## src/include/plc_pkg.sv

```systemverilog
// shared constants and types of the four-slice logic cluster
// Notes on behaviour
// - four slices, 50 routing inputs, 23 outputs
// - slices 0-2 have flip-flops, slice 3 none
// - memory mode only in the ram-capable variant
// - each lookup answers from a 16-entry table
// - two lookups join into five-input, wider across slices
// - set/reset sync or async, clock and chip select
// - flip-flop clock polarity and edge or latch
// - slices 0-2: 13 routing inputs plus carry
// - slice 3: ten inputs, four outputs, no carry
// - slice 2 gives write address and data
// - write clock is slice clock, enable local set/reset
// - unregistered and wide mux outputs per slice, registered on slices 0-2
// - ripple mode: add, subtract, count, multiply, compare
// - fast carry chain from carry-in to slice 2
// - slices 0 and 1 form 16x4 single port memory
// - companion slice mirrors contents as read-only port
// - both memory forms use three slices
// - memory contents loaded before operation starts
// - rom contents loaded only while configuring
package plc_pkg;
	// register bus
	localparam int PLC_ADDR_W = 8;
	localparam logic [7:0] PLC_ADDR_CTRL = 8'h00;
	localparam logic [7:0] PLC_ADDR_STATUS = 8'h04;
	localparam logic [7:0] PLC_ADDR_LUT_BASE = 8'h20;
	localparam logic [7:0] PLC_ADDR_SCFG_BASE = 8'h40;
	localparam logic [1:0] PLC_RESP_OKAY = 2'h0;
	localparam logic [1:0] PLC_RESP_SLVERR = 2'h2;
	// decoded register kinds
	localparam logic [2:0] PLC_KIND_NONE = 3'h0;
	localparam logic [2:0] PLC_KIND_CTRL = 3'h1;
	localparam logic [2:0] PLC_KIND_STATUS = 3'h2;
	localparam logic [2:0] PLC_KIND_LUT = 3'h3;
	localparam logic [2:0] PLC_KIND_SCFG = 3'h4;
	// control register fields
	localparam int PLC_CTRL_W = 2;
	localparam int PLC_CTRL_DONE = 0;
	localparam int PLC_CTRL_SEL = 1;
	localparam logic [1:0] PLC_CTRL_RST = 2'h0;
	// slice configuration fields
	localparam int PLC_SCFG_W = 13;
	localparam int PLC_SCFG_MODE_LO = 0;
	localparam int PLC_SCFG_CLKINV = 2;
	localparam int PLC_SCFG_LATCH = 3;
	localparam int PLC_SCFG_ASYNC = 4;
	localparam int PLC_SCFG_LSRVAL = 5;
	localparam int PLC_SCFG_CEBYP = 6;
	localparam int PLC_SCFG_FAST = 7;
	localparam int PLC_SCFG_PSEUDO_DUAL_PORT_MEMORY = 8;
	localparam int PLC_SCFG_OP_LO = 9;
	localparam logic [12:0] PLC_SCFG_RST = 13'h0000;
	localparam logic [15:0] PLC_LUT_RST = 16'h0000;
	// slice modes
	localparam logic [1:0] PLC_MODE_LOGIC = 2'h0;
	localparam logic [1:0] PLC_MODE_RIPPLE = 2'h1;
	localparam logic [1:0] PLC_MODE_RAM = 2'h2;
	localparam logic [1:0] PLC_MODE_ROM = 2'h3;
	// ripple operations
	localparam logic [3:0] PLC_OP_ADD = 4'h0;
	localparam logic [3:0] PLC_OP_SUB = 4'h1;
	localparam logic [3:0] PLC_OP_ADDSUB = 4'h2;
	localparam logic [3:0] PLC_OP_UPCNT = 4'h3;
	localparam logic [3:0] PLC_OP_DNCNT = 4'h4;
	localparam logic [3:0] PLC_OP_UDCNT = 4'h5;
	localparam logic [3:0] PLC_OP_MULT = 4'h6;
	localparam logic [3:0] PLC_OP_CMPGE = 4'h7;
	localparam logic [3:0] PLC_OP_CMPNE = 4'h8;
	localparam logic [3:0] PLC_OP_CMPLE = 4'h9;
	// bus states, gray along idle-response-data
	typedef enum logic [1:0] {
		BUS_IDLE = 2'h0,
		BUS_WRESP = 2'h1,
		BUS_RDATA = 2'h3
	} plc_bus_state_t;
endpackage

```

## src/include/plc_slice_if.sv

```systemverilog
// signals between the cluster and one of its slices
`timescale 1ns/1ns
`default_nettype none
interface plc_slice_if;
	logic [15:0] table0; // lookup table of the low lookup
	logic [15:0] table1; // lookup table of the high lookup
	logic [7:0] lutIn; // {D1,C1,B1,A1,D0,C0,B0,A0}
	logic [1:0] mp; // multipurpose inputs {one, zero}
	logic [plc_pkg::PLC_SCFG_W-1:0] cfg; // slice configuration word
	logic [1:0] q; // current flip-flop values
	logic carryIn; // carry from the slice below
	logic [1:0] f; // lookup or ripple result
	logic five; // five-input function
	logic carryOut; // carry to the slice above
	modport cluster (output table0, table1, lutIn, mp, cfg, q, carryIn, input f, five, carryOut);
	modport slice (input table0, table1, lutIn, mp, cfg, q, carryIn, output f, five, carryOut);
endinterface
`default_nettype wire

```

## src/core/plc_slice.sv

```systemverilog
// combinational lookup and ripple logic of one slice
`timescale 1ns/1ns
`default_nettype none
module plc_slice
	import plc_pkg::*;
#(
	parameter bit HAS_RIPPLE = 1'b1
)
(
	// cluster side
	plc_slice_if.slice port
);
	logic lut0, lut1; // table outputs
	logic [1:0] opA, opB, addend; // ripple operands
	logic [2:0] res, tmp; // {carry, sum}
	logic chain, rippleOn, isCount;
	logic [3:0] op;

	// two-bit add by generate and propagate terms
	function automatic logic [2:0] addTwo(input logic [1:0] a, input logic [1:0] b, input logic cin);
		logic [1:0] gen, prop;
		logic c1;
		gen = a & b;
		prop = a ^ b;
		c1 = gen[0] | (prop[0] & cin);
		return {gen[1] | (prop[1] & c1), prop ^ {c1, cin}};
	endfunction

	// table read needs no clock, so memory reads are immediate
	always_comb
	begin
		lut0 = port.table0[port.lutIn[3:0]];
		lut1 = port.table1[port.lutIn[7:4]];
		opA = {port.lutIn[4], port.lutIn[0]};
		opB = {port.lutIn[5], port.lutIn[1]};
		addend = {port.lutIn[7], port.lutIn[3]};
		op = port.cfg[PLC_SCFG_OP_LO +: 4];
		chain = port.cfg[PLC_SCFG_FAST];
		rippleOn = HAS_RIPPLE && (port.cfg[PLC_SCFG_MODE_LO +: 2] == PLC_MODE_RIPPLE);
		isCount = (op == PLC_OP_UPCNT) || (op == PLC_OP_DNCNT) || (op == PLC_OP_UDCNT);
		tmp = 3'h0;
		// outside a chain each operation picks its own carry-in
		case (op)
			PLC_OP_ADD: res = addTwo(opA, opB, chain & port.carryIn);
			PLC_OP_SUB: res = addTwo(opA, ~opB, chain ? port.carryIn : 1'b1);
			PLC_OP_ADDSUB: res = addTwo(opA, port.lutIn[2] ? ~opB : opB,
				chain ? port.carryIn : port.lutIn[2]);
			PLC_OP_UPCNT: res = addTwo(port.q, 2'h0, chain ? port.carryIn : 1'b1);
			PLC_OP_DNCNT: res = addTwo(port.q, 2'h3, chain & port.carryIn);
			PLC_OP_UDCNT: res = addTwo(port.q, port.lutIn[2] ? 2'h3 : 2'h0,
				chain ? port.carryIn : ~port.lutIn[2]);
			PLC_OP_MULT: res = addTwo(addend, opA & {2{port.lutIn[1]}}, chain & port.carryIn);
			PLC_OP_CMPGE:
			begin
				tmp = addTwo(opA, ~opB, chain ? port.carryIn : 1'b1);
				res = {tmp[2], 1'b0, tmp[2]};
			end
			PLC_OP_CMPLE:
			begin
				tmp = addTwo(opB, ~opA, chain ? port.carryIn : 1'b1);
				res = {tmp[2], 1'b0, tmp[2]};
			end
			PLC_OP_CMPNE:
			begin
				tmp[0] = (opA != opB) | (chain & port.carryIn);
				res = {tmp[0], 1'b0, tmp[0]};
			end
			default: res = 3'h0;
		endcase
		// synchronous preload of a counter from the B operand
		if (isCount && port.mp[0])
			res = {1'b0, opB};
		port.f = rippleOn ? res[1:0] : {lut1, lut0};
		port.carryOut = rippleOn & chain & res[2];
		port.five = port.mp[0] ? lut1 : lut0;
	end
endmodule
`default_nettype wire

```

## src/core/plc_cluster.sv

```systemverilog
// four-slice logic cluster with its configuration registers on axi4-lite
//
// Chosen here: the register offsets and the AXI4-Lite slave port.
`timescale 1ns/1ns
`default_nettype none
module plc_cluster
	import plc_pkg::*;
#(
	parameter bit HAS_RAM = 1'b1 // ram-capable variant when set
)
(
	// clock and reset
	input wire logic mclk,
	input wire logic reset_n,
	// axi4-lite write
	input wire logic [PLC_ADDR_W-1:0] awaddr,
	input wire logic awvalid,
	output logic awready,
	input wire logic [31:0] wdata,
	input wire logic [3:0] wstrb,
	input wire logic wvalid,
	output logic wready,
	output logic [1:0] bresp,
	output logic bvalid,
	input wire logic bready,
	// axi4-lite read
	input wire logic [PLC_ADDR_W-1:0] araddr,
	input wire logic arvalid,
	output logic arready,
	output logic [31:0] rdata,
	output logic [1:0] rresp,
	output logic rvalid,
	input wire logic rready,
	// routing inputs
	input wire logic [3:0][7:0] lutIn,
	input wire logic [3:0] multipurposeInZero,
	input wire logic [3:0] multipurposeInOne,
	input wire logic [2:0] clockEnable,
	input wire logic [2:0] localSetReset,
	input wire logic [2:0] sliceClock,
	input wire logic clusterCarryIn,
	// routing outputs
	output logic [3:0][1:0] unregisteredOutputs,
	output logic [2:0][1:0] registeredOutputs,
	output logic [3:0] wideMuxOutLow,
	output logic [3:0] wideMuxOutHigh,
	output logic clusterCarryOut
);
	// whole state of the cluster
	typedef struct packed {
		plc_bus_state_t bus;
		logic awHave; // write address held
		logic wHave; // write data held
		logic [PLC_ADDR_W-1:0] awAddr;
		logic [31:0] wData;
		logic [3:0] wStrb;
		logic awready;
		logic wready;
		logic arready;
		logic bvalid;
		logic rvalid;
		logic [1:0] bresp;
		logic [1:0] rresp;
		logic [31:0] rdata;
		logic [PLC_CTRL_W-1:0] ctrl;
		logic [7:0][15:0] lut; // index is slice*2+lookup
		logic [3:0][PLC_SCFG_W-1:0] scfg;
		logic [2:0][1:0] q; // slice flip-flops
		logic [2:0] clkPrev; // sampled slice clocks, polarity applied
		logic [3:0][1:0] fOut;
		logic [3:0] wide_mux_out_low;
		logic [3:0] wide_mux_out_high;
		logic carryOut;
	} plc_cluster_state_t;

	plc_cluster_state_t s_q, s_d;
	plc_slice_if sl[4] ();
	logic [3:0][1:0] sliceF; // per-slice results
	logic [3:0] sliceFive;
	logic [3:0] sliceCout;
	logic [2:0] ramMode; // slice really in memory mode
	logic awGo, wGo, arGo; // handshakes this edge
	logic live; // configured and selected
	logic memClk, memEdge, memWrite;
	logic [3:0] memAddr, memData;
	logic [2:0] clkNow, fire, lsrOn;
	logic six01, six23, seven;
	logic wrBit;

	// byte-lane merge of a register word
	function automatic logic [31:0] mergeStrobe(input logic [31:0] old, input logic [31:0] nw,
		input logic [3:0] strb);
		logic [31:0] r;
		r = old;
		for (int b = 0; b < 4; b++)
			if (strb[b])
				r[8*b +: 8] = nw[8*b +: 8];
		return r;
	endfunction

	// register kind of a byte address, low two bits ignored
	function automatic logic [2:0] decodeKind(input logic [PLC_ADDR_W-1:0] a);
		logic [PLC_ADDR_W-1:0] w;
		w = {a[PLC_ADDR_W-1:2], 2'h0};
		if (w == PLC_ADDR_CTRL)
			return PLC_KIND_CTRL;
		if (w == PLC_ADDR_STATUS)
			return PLC_KIND_STATUS;
		if (w[7:5] == PLC_ADDR_LUT_BASE[7:5])
			return PLC_KIND_LUT;
		if (w[7:4] == PLC_ADDR_SCFG_BASE[7:4])
			return PLC_KIND_SCFG;
		return PLC_KIND_NONE;
	endfunction

	// slices and their chain; slice 3 has neither flops nor carry
	for (genvar g = 0; g < 4; g++)
	begin : gSlice
		assign sl[g].table0 = s_q.lut[2*g];
		assign sl[g].table1 = s_q.lut[2*g+1];
		assign sl[g].lutIn = lutIn[g];
		assign sl[g].mp = {multipurposeInOne[g], multipurposeInZero[g]};
		assign sl[g].cfg = s_q.scfg[g];
		if (g < 3)
		begin : gFlops
			assign sl[g].q = s_q.q[g];
			assign ramMode[g] = HAS_RAM && (s_q.scfg[g][PLC_SCFG_MODE_LO +: 2] == PLC_MODE_RAM);
		end
		else
		begin : gNoFlops
			assign sl[g].q = 2'h0;
		end
		if (g == 0)
		begin : gChainIn
			assign sl[g].carryIn = clusterCarryIn;
		end
		else if (g < 3)
		begin : gChainMid
			assign sl[g].carryIn = sliceCout[g-1];
		end
		else
		begin : gChainNone
			assign sl[g].carryIn = 1'b0;
		end
		assign sliceF[g] = sl[g].f;
		assign sliceFive[g] = sl[g].five;
		assign sliceCout[g] = sl[g].carryOut;
		plc_slice #(.HAS_RIPPLE(g < 3)) uSlice (
			.port(sl[g].slice)
		);
	end

	// handshakes on the valid inputs and the registered ready flags
	assign awGo = awvalid & s_q.awready;
	assign wGo = wvalid & s_q.wready;
	assign arGo = arvalid & s_q.arready;
	assign live = s_q.ctrl[PLC_CTRL_DONE] & s_q.ctrl[PLC_CTRL_SEL];

	// next state of bus, registers, memory and flops
	always_comb
	begin
		s_d = s_q;
		wrBit = 1'b0;
		// bus slave: one answer at a time; a write taken in the same cycle as a read is answered after it
		case (s_q.bus)
			BUS_IDLE:
			begin
				if (awGo)
				begin
					s_d.awHave = 1'b1;
					s_d.awAddr = awaddr;
				end
				if (wGo)
				begin
					s_d.wHave = 1'b1;
					s_d.wData = wdata;
					s_d.wStrb = wstrb;
				end
				if (arGo)
				begin
					// a read is only taken while no write part is held
					s_d.bus = BUS_RDATA;
					s_d.rvalid = 1'b1;
					s_d.rresp = PLC_RESP_OKAY;
					s_d.rdata = 32'h0000_0000;
					case (decodeKind(araddr))
						PLC_KIND_CTRL: s_d.rdata = 32'(s_q.ctrl);
						PLC_KIND_STATUS: s_d.rdata = 32'({HAS_RAM, s_q.ctrl[PLC_CTRL_DONE],
							s_q.carryOut, s_q.q});
						PLC_KIND_LUT: s_d.rdata = 32'(s_q.lut[araddr[4:2]]);
						PLC_KIND_SCFG: s_d.rdata = 32'(s_q.scfg[araddr[3:2]]);
						default: s_d.rresp = PLC_RESP_SLVERR;
					endcase
				end
				else if (s_d.awHave && s_d.wHave)
				begin
					s_d.awHave = 1'b0;
					s_d.wHave = 1'b0;
					s_d.bus = BUS_WRESP;
					s_d.bvalid = 1'b1;
					s_d.bresp = PLC_RESP_OKAY;
					case (decodeKind(s_d.awAddr))
						PLC_KIND_CTRL: s_d.ctrl = PLC_CTRL_W'(mergeStrobe(32'(s_q.ctrl),
							s_d.wData, s_d.wStrb));
						PLC_KIND_LUT:
						begin
							// bus writes to tables and modes are refused once configuration ends
							if (s_q.ctrl[PLC_CTRL_DONE])
								s_d.bresp = PLC_RESP_SLVERR;
							else
								s_d.lut[s_d.awAddr[4:2]] = 16'(mergeStrobe(
									32'(s_q.lut[s_d.awAddr[4:2]]), s_d.wData, s_d.wStrb));
						end
						PLC_KIND_SCFG:
						begin
							if (s_q.ctrl[PLC_CTRL_DONE])
								s_d.bresp = PLC_RESP_SLVERR;
							else
								s_d.scfg[s_d.awAddr[3:2]] = PLC_SCFG_W'(mergeStrobe(
									32'(s_q.scfg[s_d.awAddr[3:2]]), s_d.wData, s_d.wStrb));
						end
						default: s_d.bresp = PLC_RESP_SLVERR;
					endcase
				end
			end
			BUS_WRESP:
			begin
				if (bready)
				begin
					s_d.bvalid = 1'b0;
					s_d.bus = BUS_IDLE;
				end
			end
			BUS_RDATA:
			begin
				if (rready)
				begin
					s_d.rvalid = 1'b0;
					s_d.bus = BUS_IDLE;
				end
			end
			default: s_d.bus = BUS_IDLE;
		endcase
		s_d.awready = (s_d.bus == BUS_IDLE) && !s_d.awHave;
		s_d.wready = (s_d.bus == BUS_IDLE) && !s_d.wHave;
		s_d.arready = (s_d.bus == BUS_IDLE) && !s_d.awHave && !s_d.wHave;

		// distributed memory: slice 2 drives address, data and strobe
		memClk = sliceClock[2] ^ s_q.scfg[2][PLC_SCFG_CLKINV];
		memEdge = memClk & ~s_q.clkPrev[2];
		memAddr = lutIn[2][3:0];
		memData = lutIn[2][7:4];
		memWrite = live && ramMode[2] && memEdge && localSetReset[2];
		for (int j = 0; j < 2; j++)
		begin
			for (int k = 0; k < 2; k++)
			begin
				// mirrored mode feeds the low data pair to the companion
				if (j == 1 && s_q.scfg[2][PLC_SCFG_PSEUDO_DUAL_PORT_MEMORY])
					wrBit = memData[k];
				else
					wrBit = memData[2*j+k];
				if (memWrite && ramMode[j])
					s_d.lut[2*j+k][memAddr] = wrBit;
			end
		end

		// slice flip-flops: polarity, edge or latch, set/reset first
		clkNow = 3'h0;
		fire = 3'h0;
		lsrOn = 3'h0;
		for (int i = 0; i < 3; i++)
		begin
			clkNow[i] = sliceClock[i] ^ s_q.scfg[i][PLC_SCFG_CLKINV];
			s_d.clkPrev[i] = clkNow[i];
			fire[i] = s_q.scfg[i][PLC_SCFG_LATCH] ? clkNow[i] : (clkNow[i] & ~s_q.clkPrev[i]);
			// in memory mode slice 2's set/reset is the write strobe instead
			lsrOn[i] = localSetReset[i] && !(i == 2 && ramMode[2]);
			if (live)
			begin
				if (lsrOn[i] && (s_q.scfg[i][PLC_SCFG_ASYNC] || fire[i]))
					s_d.q[i] = {2{s_q.scfg[i][PLC_SCFG_LSRVAL]}};
				else if (fire[i] && (clockEnable[i] || s_q.scfg[i][PLC_SCFG_CEBYP]))
					s_d.q[i] = sliceF[i];
			end
		end

		// wide functions: six from slice pairs, seven from the sixes
		six01 = multipurposeInOne[0] ? sliceFive[1] : sliceFive[0];
		six23 = multipurposeInOne[2] ? sliceFive[3] : sliceFive[2];
		seven = multipurposeInOne[1] ? six23 : six01;
		s_d.wide_mux_out_high = {multipurposeInOne[3] ? seven : six23, six23, seven, six01};
		s_d.wide_mux_out_low = sliceFive;
		s_d.fOut = sliceF;
		s_d.carryOut = sliceCout[2];
	end

	// one register for the whole state
	always_ff @(posedge mclk or negedge reset_n)
	begin
		if (!reset_n)
		begin
			s_q <= '0;
			s_q.bus <= BUS_IDLE;
			s_q.ctrl <= PLC_CTRL_RST;
			s_q.lut <= {8{PLC_LUT_RST}};
			s_q.scfg <= {4{PLC_SCFG_RST}};
		end
		else
			s_q <= s_d;
	end

	// every output straight from the state register
	assign awready = s_q.awready;
	assign wready = s_q.wready;
	assign bvalid = s_q.bvalid;
	assign bresp = s_q.bresp;
	assign arready = s_q.arready;
	assign rvalid = s_q.rvalid;
	assign rdata = s_q.rdata;
	assign rresp = s_q.rresp;
	assign unregisteredOutputs = s_q.fOut;
	assign registeredOutputs = s_q.q;
	assign wideMuxOutLow = s_q.wide_mux_out_low;
	assign wideMuxOutHigh = s_q.wide_mux_out_high;
	assign clusterCarryOut = s_q.carryOut;
endmodule
`default_nettype wire

```

## config.mk

```make
export PLATFORM = sky130hd
export DESIGN_NAME = plc_cluster
export DESIGN_NICKNAME = d
export VERILOG_FILES = /design/src/include/plc_pkg.sv /design/src/include/plc_slice_if.sv /design/src/core/plc_slice.sv /design/src/core/plc_cluster.sv
export SDC_FILE = /design/constraint.sdc
export NUM_CORES = 1
export LEC_CHECK = 0
export ABC_CLOCK_PERIOD_IN_PS = 10900
export BUFFER_PORTS_ARGS = -buffer_cell sky130_fd_sc_hd__buf_4
export CAP_MARGIN = 40
export CORE_MARGIN = 5
export CORE_UTILIZATION = 60
export DETAILED_ROUTE_END_ITERATION = 8
export PLACE_DENSITY = 0.81
export SYNTH_ARGS = -nofsm -noshare
export SYNTH_HDL_FRONTEND = slang
export SYNTH_SLANG_ARGS = --single-unit
```

## constraint.sdc

```tcl
create_clock -name mclk -period 10.9 [get_ports mclk]
set_clock_uncertainty 0.05 [all_clocks]
set_input_delay 2.18 -clock mclk [delete_from_list [all_inputs] [get_ports mclk]]
set_output_delay 2.18 -clock mclk [all_outputs]
set_load 0.05 [all_outputs]
```

==> run metrics <==
Post-DRT Antenna Nets=0; HP Class=reg -> reg; worst hold slack=about 0.45 ns; Final Total Pwr=around 4400 uW; CTS clk-pin slew, worst paths=roughly 0.060 ns; input/output buffers=roughly 130; largest net degree at the start of global routing=approximately 120; Top-Level Pins=about 170; CP Capture Type=flip-flop; Via density=6.756; leading cell type in the layout, fill and taps excluded=dfrtp_1; total routed wirelength=around 53 mm; Ys Warns=0; Netlist Area Pre-Place=roughly 17000 um2; Iteration-0 DRC Markers=about 1600; root buf cell=clkbuf_16; most used cell, CP=fa_1; r2r startpoint=sl[0].cfg[7]; commonest cells after routing, fill and taps aside=259 x dfrtp_1, 151 x mux2i_1, 147 x buf_4; fin crit share=0.7340; cts bufs inserted=28; Crit Path Class=in -> reg; total track usage=0.3170; Final Setup Violations=0; Cell variety after synth=72; Post-synth ARST share=1.000; Avg WL per Cell=26.31 um; clk_lat worst skew=around 0.57 ns; Final Critical Period=roughly 8.0 ns; post-CTS resize count=0; max-cap viol count=0; CTS Hold Bufs=0; slowest CP cell=mux4_2; synthesis-to-finish area growth=11.16%; Fmax achieved=0.1250 GHz; CTS tree=done; # DRC=0; final layout net count=between 1500 and 2000; Post-DP HPWL=38.48 mm; register area share after synthesis=0.3705; EDFF count, synth=0; Die Span X=around 180 um; top_reg_cell synth=dfrtp_1; Hold Crit Depth=2; status=complete, no violations; Worst slew margin=0.3249; Clock Path Buffers=3; FF-to-FF End=sl[2].q[1]; Rows=between 60 and 70; routed vias=~14000; Die Span Y=180.7 um; CP peak stage delay=0.47 ns; Setup crit start kind=input pin; Cells after Synth=about 1500; Leak=a little under 0.009 uW; Tightest Pin Transition=0.9844 ns; drt pass-1 iters=6; share of post-route cells with drive strength above 1=0.2812; reg2reg path depth=26; grt total ovfl=0; final RePlAce weighted congestion=0.9441; register bit total from synthesis=about 260; clock sink count=about 260; first-pass GRT wire length=between 80 and 90 mm; core area=roughly 29000 um2; Initial Utilization=0.6078; Avg Cell Area, Syn=around 11 um2; Critical Path RT=~11 ns; Worst VDD drop=roughly 150 uV; Worst EP arrival=between 8 and 9 ns; reg2reg setup slack=4.11 ns; die area=32670 um2; Hold Path Sink=rdata[10]; vias in the first global route=approximately 14000; unrepaired setup endpoints after global routing=false; critical-path maximum fanout=9; final hold vios=0; max-slew violation count=0; aggregate negative setup slack=0 ns; CTS H-tree lvls=1; pwr dens=about 220 nW/um2; initial antenna violation count=2; # Post-CTS Setup Buffers=0; min-delay src=rdata[10]
[power breakdown]
group | switching, uW | internal [uW] | total (uW)
Clock | 398 | 529 | 927
Sequential | 309 | 1220 | 1530
Combinational | 1130 | 787 | 1910
Total | 1830 | 2530 | 4370
[worst max-delay path by stage]
stage,to,slack (ns),from,cells past startpoint
2_1_floorplan,sl[2].q[1],3.27,lutIn[0],27
3_3_place_gp,sl[2].q[1],2.55,lutIn[0],27
3_5_place_dp,sl[2].q[1],2.39,lutIn[0],27
4_1_cts,sl[2].q[1],2.95,lutIn[0],27
5_1_grt,sl[2].q[1],2.56,lutIn[0],27
6_report,sl[2].q[1],2.90,lutIn[0],27
[metrics by stage]
stage / util / setup slack [ns] / area (um2) / instances
floorplan: - / 3.270 / 17560 / 1556
global placement: 0.6352 / 2.548 / 18280 / 1934
detailed placement: 0.6441 / 2.387 / 18540 / 1950
CTS: 0.6752 / 2.947 / 19430 / 2001
global route: 0.6755 / 2.562 / 19440 / 2002
finish: 0.6756 / 2.900 / 19440 / 2003
[flip-flops by register name, indices dropped and copies added, names as in the netlist]
signal               count
arready                  1
awready                  1
bresp                    1
bvalid                   1
clusterCarryOut          1
rdata                   16
rresp                    1
rvalid                   1
s_q                     33
sl.cfg                  52
sl.q                     6
sl.table0               64
sl.table1               64
unregisteredOutputs      8
wideMuxOutHigh           4
wideMuxOutLow            4
wready                   1
[metal layers]
| layer | up-vias | wire length (um) | global-route usage |
|---|---|---|---|
| met4 | 4 | 3514 | 0.1733 |
| met5 | - | 26 | 0 |
| met2 | 945 | 24620 | 0.4937 |
| met3 | 213 | 6233 | 0.08466 |
| li1 | 5684 | - | - |
| met1 | 6687 | 18310 | 0.4080 |
[cells in the mapped netlist, types with 23 or more instances]
| library cell | number | share of area |
|---|---|---|
| a21oi_1 | 95 | 0.027 |
| buf_4 | 63 | 0.027 |
| clkbuf_1 | 60 | 0.013 |
| dfrtp_1 | 259 | 0.37 |
| fa_1 | 33 | 0.038 |
| ha_1 | 23 | 0.016 |
| inv_1 | 59 | 0.013 |
| mux2_2 | 97 | 0.062 |
| mux2i_1 | 155 | 0.089 |
| mux4_2 | 130 | 0.17 |
| nand2_1 | 126 | 0.027 |
| nor2_1 | 126 | 0.027 |
| o21ai_0 | 80 | 0.023 |
[cells by family (layout without fill, tap and decap cells)]
group	Yosys count	in the layout	synth area share
XOR/XNOR	9	9	0.004507
buffers and inverters	210	272	0.06259
AO/OA/AOI/OAI	261	261	0.08841
flip-flops	259	259	0.3705
AND/OR/NAND/NOR	359	359	0.09943
multiplexers	384	384	0.3201
other	1	19	0.0002144
adder cells (fa/ha/maj)	56	56	0.05422
[worst max-delay path: cells and delay by family]
family / cells / cell delay, ns
adders and majority gates: 7 / 2.66
AOI/OAI and AO/OA: 10 / 2.13
and+or+nand+nor: 5 / 0.47
buffers and inverters: 3 / 0.40
muxes: 2 / 0.58
[cell type report]
| class | instances | area [um2] |
|---|---|---|
| antenna | 1 | 2.502 |
| clock buffer | 44 | 840.8 |
| clock inverter | 7 | 56.30 |
| fill | 2093 | 9336 |
| inverter | 59 | 221.5 |
| multi-input combinational | 1087 | 10000 |
| sequential | 259 | 6481 |
| tap | 384 | 480.5 |
| timing repair buffer | 162 | 1360 |
Power figures use the tool's default switching activity.
